`src/pkg/ispfp_pkg.sv`:
```
// Constants and types shared by the serial flash programming slave
package ispfp_pkg;
  // Register indices; byte address is four times the index
  localparam logic [11:0] IDX_SLV = 12'hF0B;
  localparam logic [11:0] IDX_EN = 12'hF0C;
  localparam logic [7:0] ENABLE_KEY = 8'h93;
  // Transfer type, low two bits of the first byte
  localparam logic [1:0] TY_CMD_WR = 2'h2;
  localparam logic [1:0] TY_CMD_RD = 2'h3;
  localparam logic [1:0] TY_DAT_WR = 2'h0;
  localparam logic [1:0] TY_DAT_RD = 2'h1;
  // Command codes
  localparam logic [4:0] CMD_PROG = 5'h14;
  localparam logic [4:0] CMD_ERASE = 5'h06;
  localparam logic [4:0] CMD_BLANK = 5'h0D;
  localparam logic [4:0] CMD_CLRCRC = 5'h1A;
  localparam logic [4:0] CMD_RESTART = 5'h09;
  localparam logic [15:0] CRC_SEED = 16'hFFFF;
  localparam logic [7:0] IDLE_BYTE = 8'hFF;
  localparam logic [2:0] IDX_SAT = 3'h7;
  localparam logic [2:0] BIT_LAST = 3'h7;
  // Timing at the system clock rate
  localparam int CLK_MHZ = 250;
  localparam int ENABLE_MIN_NS = 15000;
  localparam int ENABLE_MAX_NS = 22500;
  localparam int ERASE_MS = 10;
  localparam int PROG_US = 60;
  localparam int ENABLE_CYC = (ENABLE_MIN_NS * CLK_MHZ + 999) / 1000;
  localparam int ERASE_CYC = ERASE_MS * 1000 * CLK_MHZ;
  localparam int PROG_CYC = PROG_US * CLK_MHZ;
  localparam logic [11:0] ENABLE_CNT = 12'(ENABLE_CYC);
  typedef enum logic [2:0] {
    FR_IDLE, FR_RX, FR_AWAIT, FR_ACK, FR_TX, FR_TACK, FR_TNEXT
  } ispfp_fr_t;
endpackage

```
`src/hw/ispfp_link.sv`:
```
// Two-wire bit engine: start/stop, byte receive, acknowledge and transmit
`timescale 1ns/1ps
module ispfp_link import ispfp_pkg::*; (
  input wire logic ref_clk,
  input wire logic reset_n,
  input wire logic scl_i,
  input wire logic sda_i,
  output logic sda_oe,
  input wire logic ack_en,
  input wire logic [7:0] tx_byte,
  output logic start_p,
  output logic stop_p,
  output logic byte_p,
  output logic [7:0] rx_byte,
  output logic tx_next_p
);
  typedef struct packed {
    logic scl1, scl2, sclp, sda1, sda2, sdap;
    ispfp_fr_t st;
    logic [2:0] cnt;
    logic [7:0] sh;
    logic oe, first, rd, st_p, sp_p, by_p, tn_p;
  } ispfp_lk_t;
  ispfp_lk_t q, d;
  logic rise, fall;

  always_comb begin
    d = q;
    d.scl1 = scl_i;
    d.scl2 = q.scl1;
    d.sclp = q.scl2;
    d.sda1 = sda_i;
    d.sda2 = q.sda1;
    d.sdap = q.sda2;
    d.st_p = 1'b0;
    d.sp_p = 1'b0;
    d.by_p = 1'b0;
    d.tn_p = 1'b0;
    rise = q.scl2 & ~q.sclp;
    fall = ~q.scl2 & q.sclp;
    case (q.st)
      FR_RX: if (rise) begin
        d.sh = {q.sh[6:0], q.sda2};
        d.cnt = q.cnt + 3'h1;
        if (q.cnt == BIT_LAST) begin
          d.by_p = 1'b1;
          d.st = FR_AWAIT;
        end
      end
      FR_AWAIT: if (fall) begin
        d.oe = ack_en;
        d.st = ack_en ? FR_ACK : FR_IDLE;
        d.rd = q.rd | (q.first & q.sh[0]);
        d.first = 1'b0;
      end
      FR_ACK: if (fall) begin
        d.cnt = '0;
        d.sh = tx_byte;
        d.oe = q.rd & ~tx_byte[7];
        d.st = q.rd ? FR_TX : FR_RX;
      end
      FR_TX: if (fall) begin
        if (q.cnt == BIT_LAST) begin
          d.oe = 1'b0;
          d.st = FR_TACK;
        end else begin
          d.cnt = q.cnt + 3'h1;
          d.sh = {q.sh[6:0], 1'b0};
          d.oe = ~q.sh[6];
        end
      end
      // Host nack ends the read; wait for stop or start
      FR_TACK: if (rise) begin
        d.tn_p = ~q.sda2;
        d.st = q.sda2 ? FR_IDLE : FR_TNEXT;
      end
      FR_TNEXT: if (fall) begin
        d.cnt = '0;
        d.sh = tx_byte;
        d.oe = ~tx_byte[7];
        d.st = FR_TX;
      end
      default: d.oe = 1'b0;
    endcase
    if (q.scl2 && q.sclp && q.sdap && !q.sda2) begin
      d.st = FR_RX;
      d.cnt = '0;
      d.oe = 1'b0;
      d.first = 1'b1;
      d.rd = 1'b0;
      d.st_p = 1'b1;
    end else if (q.scl2 && q.sclp && !q.sdap && q.sda2) begin
      d.st = FR_IDLE;
      d.oe = 1'b0;
      d.sp_p = 1'b1;
    end
  end

  always_ff @(posedge ref_clk or negedge reset_n) begin
    if (!reset_n) begin
      q <= '{scl1: 1'b1, scl2: 1'b1, sclp: 1'b1, sda1: 1'b1, sda2: 1'b1, sdap: 1'b1,
             st: FR_IDLE, cnt: 3'h0, sh: 8'h00, default: 1'b0};
    end else begin
      q <= d;
    end
  end

  assign sda_oe = q.oe;
  assign start_p = q.st_p;
  assign stop_p = q.sp_p;
  assign byte_p = q.by_p;
  assign rx_byte = q.sh;
  assign tx_next_p = q.tn_p;
endmodule // ispfp_link

```
`src/hw/ispfp_top.sv`:
```
// Serial flash programming slave: APB setup, command decode, CRC, flash timing
//
// Design decision made here: register access over APB.
`timescale 1ns/1ps
module ispfp_top import ispfp_pkg::*; #(
  parameter logic [21:0] ERASE_CNT = 22'(ERASE_CYC),
  parameter logic [13:0] PROG_CNT = 14'(PROG_CYC)
) (
  input wire logic ref_clk,
  input wire logic reset_n,
  input wire logic psel,
  input wire logic penable,
  input wire logic pwrite,
  input wire logic [15:0] paddr,
  input wire logic [31:0] pwdata,
  output logic pready,
  output logic [31:0] prdata,
  output logic pslverr,
  input wire logic scl_i,
  input wire logic sda_i,
  output logic sda_o,
  output logic sda_oe,
  input wire logic [7:0] flash_rdata,
  output logic [15:0] flash_addr,
  output logic [7:0] flash_wdata,
  output logic flash_font,
  output logic flash_hi,
  output logic flash_prog,
  output logic flash_erase,
  output logic flash_blank,
  output logic flash_owned,
  output logic wdt_block,
  output logic cpu_restart
);
  typedef struct packed {
    logic rdy, err;
    logic [31:0] rd;
    logic [7:0] slv;
    logic en, act;
    logic [11:0] ecnt;
    logic [4:0] cmd;
    logic font, half;
    logic [7:0] page, low;
    logic [15:0] crc;
    logic [2:0] idx, txi;
    logic [1:0] ty;
    logic sel, ack;
    logic [7:0] tx;
    logic [21:0] ebusy;
    logic [13:0] pbusy;
    logic [15:0] fa;
    logic [7:0] wd;
    logic fhi, prog, erase, blank, rst, sdo;
  } ispfp_st_t;
  ispfp_st_t q, d;
  logic start_p, stop_p, byte_p, tx_next_p, link_oe;
  logic [7:0] rx;
  logic apb_acc, apb_wr, hit_slv, hit_en, match;

  function automatic logic hit(input logic [15:0] a, input logic [11:0] idx);
    return a == {2'b00, idx, 2'b00};
  endfunction

  function automatic logic [15:0] crc_byte(input logic [15:0] c, input logic [7:0] b);
    logic [15:0] r;
    logic checksum_feedback_bit;
    r = c;
    for (int i = 7; i >= 0; i--) begin
      checksum_feedback_bit = r[15] ^ b[i];
      r = {r[14] ^ checksum_feedback_bit, r[13:2], r[1] ^ checksum_feedback_bit, r[0],
           checksum_feedback_bit};
    end
    return r;
  endfunction

  // Font words take two bytes per address, so step on the second
  function automatic logic [8:0] step(input logic font, input logic half,
                                     input logic [7:0] low);
    if (!font) return {1'b0, low + 8'h01};
    if (half) return {1'b0, 1'b0, low[6:0] + 7'h01};
    return {1'b1, low};
  endfunction

  function automatic logic [15:0] faddr(input logic font, input logic [7:0] pg,
                                        input logic [7:0] lo);
    return font ? {2'b00, pg[6:0], lo[6:0]} : {pg, lo};
  endfunction

  ispfp_link u_link (
    .ref_clk(ref_clk),
    .reset_n(reset_n),
    .scl_i(scl_i),
    .sda_i(sda_i),
    .sda_oe(link_oe),
    .ack_en(q.ack),
    .tx_byte(q.tx),
    .start_p(start_p),
    .stop_p(stop_p),
    .byte_p(byte_p),
    .rx_byte(rx),
    .tx_next_p(tx_next_p)
  );

  always_comb begin
    d = q;
    d.prog = 1'b0;
    d.erase = 1'b0;
    d.blank = 1'b0;
    d.rst = 1'b0;
    d.sdo = link_oe;
    apb_acc = psel & penable & ~q.rdy;
    apb_wr = psel & penable & q.rdy & pwrite;
    hit_slv = hit(paddr, IDX_SLV);
    hit_en = hit(paddr, IDX_EN);
    // One wait state, so every answer leaves a flop
    d.rdy = apb_acc;
    d.err = 1'b0;
    if (apb_acc) begin
      d.err = ~(hit_slv | hit_en);
      d.rd = '0;
      if (!pwrite && hit_slv) d.rd = {24'h0, q.slv};
      if (!pwrite && hit_en) d.rd = {30'h0, q.act, q.en};
    end
    if (apb_wr && hit_slv) d.slv = pwdata[7:0];
    if (apb_wr && hit_en) d.en = pwdata[7:0] == ENABLE_KEY;
    if (!q.en) begin
      d.ecnt = '0;
      d.act = 1'b0;
    end else if (!q.act) begin
      if (q.ecnt == ENABLE_CNT - 12'h001) d.act = 1'b1;
      else d.ecnt = q.ecnt + 12'h001;
    end
    if (q.ebusy != '0) d.ebusy = q.ebusy - 22'h000001;
    if (q.pbusy != '0) d.pbusy = q.pbusy - 14'h0001;
    if (start_p) begin
      d.idx = '0;
      d.sel = 1'b0;
      d.ack = 1'b0;
    end
    if (stop_p) d.sel = 1'b0;
    match = q.act && rx[7:2] == q.slv[5:0] && q.ebusy == '0;
    if (byte_p) begin
      d.ack = 1'b0;
      if (q.idx != IDX_SAT) d.idx = q.idx + 3'h1;
      if (q.idx == '0) begin
        d.ty = rx[1:0];
        d.sel = match;
        d.ack = match;
        d.txi = '0;
        if (match && rx[1:0] == TY_CMD_RD) d.tx = {q.cmd, 2'b00, q.font};
        // read starts at the low address
        if (match && rx[1:0] == TY_DAT_RD) begin
          d.tx = flash_rdata;
          {d.half, d.low} = step(q.font, q.half, q.low);
        end
      end else if (q.sel && q.ebusy == '0) begin
        case (q.ty)
          TY_CMD_WR: begin
            if (q.idx == 3'h1) begin
              d.ack = 1'b1;
              d.cmd = rx[7:3];
              d.font = rx[0];
              if (rx[7:3] == CMD_CLRCRC) d.crc = CRC_SEED;
              if (rx[7:3] == CMD_RESTART) begin
                d.rst = 1'b1;
                d.en = 1'b0;
                d.act = 1'b0;
              end
            end else if (q.idx == 3'h2) begin
              d.ack = 1'b1;
              d.page = rx;
            end
          end
          TY_DAT_WR: begin
            if (q.idx == 3'h1) begin
              d.ack = 1'b1;
              d.low = q.font ? {1'b0, rx[6:0]} : rx;
              d.half = 1'b0;
            end else if (q.cmd == CMD_ERASE || q.cmd == CMD_BLANK) begin
              if (q.idx == 3'h2) begin
                d.ack = 1'b1;
                d.erase = q.cmd == CMD_ERASE;
                d.blank = q.cmd == CMD_BLANK;
                d.ebusy = ERASE_CNT;
              end
            end else if (q.cmd == CMD_PROG && q.pbusy == '0) begin
              d.ack = 1'b1;
              d.prog = 1'b1;
              d.wd = rx;
              d.fhi = q.half;
              d.pbusy = PROG_CNT;
              d.crc = crc_byte(q.crc, rx);
              {d.half, d.low} = step(q.font, q.half, q.low);
            end
          end
          default: d.ack = 1'b0;
        endcase
      end
    end
    if (tx_next_p && q.sel) begin
      d.txi = q.txi + 3'h1;
      if (q.ty == TY_DAT_RD) begin
        d.tx = flash_rdata;
        {d.half, d.low} = step(q.font, q.half, q.low);
      end else begin
        case (q.txi)
          3'h0: d.tx = q.fa[15:8];
          3'h1: d.tx = q.fa[7:0];
          3'h2: d.tx = q.crc[15:8];
          3'h3: d.tx = q.crc[7:0];
          default: d.tx = IDLE_BYTE;
        endcase
      end
    end
    // Program strobe keeps the byte's own address; the step shows a cycle later
    if (!d.prog) d.fa = faddr(d.font, d.page, d.low);
  end

  always_ff @(posedge ref_clk or negedge reset_n) begin
    if (!reset_n) begin
      q <= '{crc: CRC_SEED, default: '0};
    end else begin
      q <= d;
    end
  end

  assign pready = q.rdy;
  assign prdata = q.rd;
  assign pslverr = q.err;
  assign sda_o = 1'b0;
  assign sda_oe = q.sdo;
  assign flash_addr = q.fa;
  assign flash_wdata = q.wd;
  assign flash_font = q.font;
  assign flash_hi = q.fhi;
  assign flash_prog = q.prog;
  assign flash_erase = q.erase;
  assign flash_blank = q.blank;
  assign flash_owned = q.act;
  assign wdt_block = q.en;
  assign cpu_restart = q.rst;
endmodule // ispfp_top

```
`config.mk`:
```
export PLATFORM = sky130hd
export DESIGN_NAME = ispfp_top
export DESIGN_NICKNAME = d
export VERILOG_FILES = /design/src/pkg/ispfp_pkg.sv /design/src/hw/ispfp_link.sv /design/src/hw/ispfp_top.sv
export SDC_FILE = /design/constraint.sdc
export NUM_CORES = 1
export LEC_CHECK = 0
export ABC_AREA = 0
export BUFFER_PORTS_ARGS = -buffer_cell sky130_fd_sc_hd__buf_2
export CAP_MARGIN = 10
export CORE_MARGIN = 2
export CORE_UTILIZATION = 45
export DETAILED_ROUTE_END_ITERATION = 8
export PLACE_DENSITY_LB_ADDON = 0.08
export SLEW_MARGIN = 0
export SYNTH_ARGS = -nofsm -noshare
export SYNTH_HDL_FRONTEND = slang
export SYNTH_SLANG_ARGS = --single-unit
export TNS_END_PERCENT = 1
```
`constraint.sdc`:
```
create_clock -name ref_clk -period 9.1 [get_ports ref_clk]
set_input_delay 1.82 -clock ref_clk [delete_from_list [all_inputs] [get_ports ref_clk]]
set_output_delay 1.82 -clock ref_clk [all_outputs]
set_load 0.02 [all_outputs]
```
==> results.yml <==
clock_network:
  ctsHoldBuffers: 0
  cts_sinks: 182
  cts_resized: 0
  numCtsBuffers: 17
  clock-root-buffer: "clkbuf_16"
  clk_latency_ns: 0.44
  cts_tree: "done"
  cts-htree-levels: 4
  clk_pin_slew_ns: 0.07
  cts_buffer_depth: 2
  post_cts_buffers: 0
synth:
  yosysSeqAreaShare_pct: 46.0
  synth.most_common_cell: "dfrtp_1"
  syn_inst: 1066
  synth_enable_flop_cells: 0
  syn_area_mm2: 0.00995
  synth_top_cells_by_count: "dfrtp_1, nand2_1, nor2_1, o21ai_0, buf_4"
  synthFlopType: "dfrtp_1"
  ys_types: 68
  synthArstFlopShare_pct: 100
  ys_top_cells_by_area: "dfrtp_1, dfstp_2, nand2_1"
  synth_top_area_share_pct: 40.2
  synth_top_area_cell: "dfrtp_1"
  synth.avg_cell_area_um2: 9.34
  yosys_warnings: 0
  ys_ff_latch: 182
floorplan:
  die_area_mm2: 0.0233
  core.rowCount: 54
  ioPinCount: 131
  die_h_um: 153
  start_util_pct: 45.8
  die_w_um: 153
  core_mm2: 0.0218
power:
  ir_worst_vdd_mv: 0.122
  p_sw_share_pct: 30.2
  comb_power_share_pct: 15.1
  p_leak_nw: 5.30
  seqPwrFrac_pct: 46.4
  p_clk_share_pct: 38.5
  finalPower_mw: 1.99
  p_int_mw: 1.39
  power_density_mw_per_mm2: 183
  switchingPower_mw: 0.601
timing:
  maxSlewViolCount: 0
  setup_viol: 0
  timing.fmax_mhz: 260
  period_share_pct: 42.2
  fin_crit_ns: 3.84
  relSlewSlack_pct: 34.6
  worstMarginPinSlew_ns: 0.980
  fin_tns_setup_ns: 0
  hold_violations: 0
  skew_ns: 0.0197
  grt_setup_unrepaired: "no"
drt:
  initialDrtViolationCount: 464
  ant_nets: 0
  post-route-drc-count: 0
  vias_per_cell: 5.52
  first_pass_iters: 8
  wl_um: 24600
  wl_per_cell_um: 17.7
  vias: 7650
worst_setup_path:
  required_ns: 9.43
  worstPathArrival_ns: 4.17
  regToRegStartpoint: "q[33]"
  reg2reg_slack_ns: 5.26
  worstSetupEndpointType: "flop"
  critical_path_class: "reg2reg"
  start_kind: "flop"
  r2r-end: "flash_addr[0]"
  crit_fanout: 19
  r2r_cells: 6
finish:
  layout-drive-gt1-share_pct: 16.9
  utilization_pct: 50.0
  diodes: 0
  multiInputGateArea_mm2: 0.00474
  stdcell_area_mm2: 0.0109
  syn_to_final_growth_pct: 9.28
  seq_area_mm2: 0.00458
  final_cell_count_no_fill: 1386
  fill_cells: 2093
  nets: 1173
run_status:
  status: "complete, no violations"
flow_run:
  maxCapViolCount: 0
place:
  portBuffers: 81
  placed_cells: 1353
  dp_hpwl_um: 16800
  dpl_cell_area_mm2: 0.0103
  gp_congestion: 0.858
grt:
  antenna_found_initial: 0
  grt-ovfl-total: 0
  grt_pass1_wl_um: 40300
  track_usage_pct: 21.5
  grt_pass1_vias: 7501
  grt_start_max_net_pins: 118
worst_hold_path:
  hp-class: "reg2reg"
  whs_path_depth: 0
  hp-start: "u_link.d[22]"
  min_delay_worst_endpoint: "u_link.d[21]"
==> metrics by stage <==
| step | hold slack [ns] | setup slack, ns |
|---|---|---|
| 2_1_floorplan | 0.345 | 5.53 |
| 3_3_place_gp | 0.346 | 4.86 |
| 3_5_place_dp | 0.347 | 4.70 |
| 4_1_cts | 0.358 | 4.71 |
| 5_1_grt | 0.366 | 5.02 |
| 6_report | 0.357 | 5.26 |
==> cell usage in the layout, fill, tap and decap left out, types with 4 or more instances in the layout <==
| cell | netlist | routed |
|---|---|---|
| dfrtp_1 | 160 | 160 |
| or4_1 | 9 | 9 |
| nor2b_1 | 9 | 9 |
| nand2b_1 | 13 | 13 |
| nand4_1 | 15 | 15 |
| a21oi_1 | 44 | 44 |
| nor3b_1 | 8 | 8 |
| o21a_1 | 4 | 4 |
| clkbuf_16 | 0 | 17 |
| a222oi_1 | 8 | 8 |
| o21ai_1 | 4 | 4 |
| xor2_1 | 33 | 33 |
| nor3_1 | 22 | 21 |
| nand2_1 | 152 | 152 |
| inv_1 | 31 | 31 |
| nand3_1 | 27 | 27 |
| and3_1 | 5 | 5 |
| nand3b_1 | 4 | 4 |
| a31oi_1 | 8 | 8 |
| nor4_1 | 19 | 18 |
| xnor2_1 | 35 | 35 |
| dfstp_2 | 22 | 22 |
| mux2_2 | 29 | 29 |
| a211oi_1 | 4 | 4 |
| mux2i_1 | 23 | 23 |
| o21ai_0 | 61 | 61 |
| nor4b_1 | 4 | 4 |
| ha_1 | 17 | 17 |
| or2_2 | 5 | 5 |
| a22o_1 | 7 | 7 |
| conb_1 | 1 | 25 |
| nor2_1 | 79 | 79 |
| and2_1 | 16 | 16 |
| o22ai_1 | 18 | 18 |
| a41oi_1 | 4 | 4 |
| or3_1 | 13 | 13 |
| buf_4 | 57 | 10 |
| buf_2 | 3 | 80 |
==> cells by family (layout without fill, tap and decap cells) <==
logic type | Yosys count | in the layout | synth area share, %
and+or+nand+nor | 417 | 417 | 20.9
xor gates and xnor gates | 68 | 68 | 5.98
other | 1 | 25 | 0.0377
DFF | 182 | 182 | 46.0
buffers and inverters | 138 | 154 | 7.39
adders and majority gates | 17 | 17 | 2.14
muxes | 52 | 52 | 5.59
AOI/OAI and AO/OA | 191 | 191 | 12.0
==> layout make-up <==
| cell class | instances | area share [%] |
|---|---|---|
| multi-input cells | 770 | 43.6 |
| flip-flops and latches | 182 | 42.1 |
| repair buffers | 91 | 4.50 |
| clock buffers | 21 | 4.23 |
| well taps | 280 | 3.22 |
| clock inverters | 11 | 1.30 |
| inverters | 31 | 1.07 |
==> routing by layer <==
layer	GRT usage (%)	part of all wire, %	vias up
li1	-	-	3710
met1	30.5	47	3707
met2	33.0	45	191
met3	4.15	4.7	42
met4	7.72	2.5	0
met5	0	0	-
==> power by group through the flow <==
stage	Combinational, mW	Sequential (mW)	Clock, mW
global route	0.333	0.929	0.817
floorplan	0.272	0.867	0
finish	0.300	0.923	0.767
global placement	0.299	0.939	0
CTS	0.301	0.923	0.781
detailed placement	0.299	0.938	0
==> sequential cells by signal, indices dropped and copies added, names as in the netlist, 4 cells and up <==
signal,count
prdata,8
q,112
flash_wdata,8
u_link.d,4
u_link.q,10
flash_addr,16
u_link.rx_byte,8
==> worst max-delay path by stage <==
stage / start / endpoint / slack [ns] / depth (start not counted)
after floorplan: paddr[8] / prdata[1] / 5.53 / 7
after detailed placement: q[44] / flash_addr[7] / 4.70 / 10
after global routing: q[44] / flash_addr[7] / 5.02 / 10
after CTS: q[44] / flash_addr[7] / 4.71 / 10
final: q[33] / flash_addr[0] / 5.26 / 6
after global placement: q[44] / flash_addr[7] / 4.86 / 10
==> worst max-delay path: stages (launching register included) <==
cell	delay (ns)
dfrtp_1	0.42
or4_1	0.68
or4b_4	0.61
nor2_2	0.58
nand2_1	0.21
nor2_2	0.81
mux2_2	0.42
(Power assumes the default switching activity.)
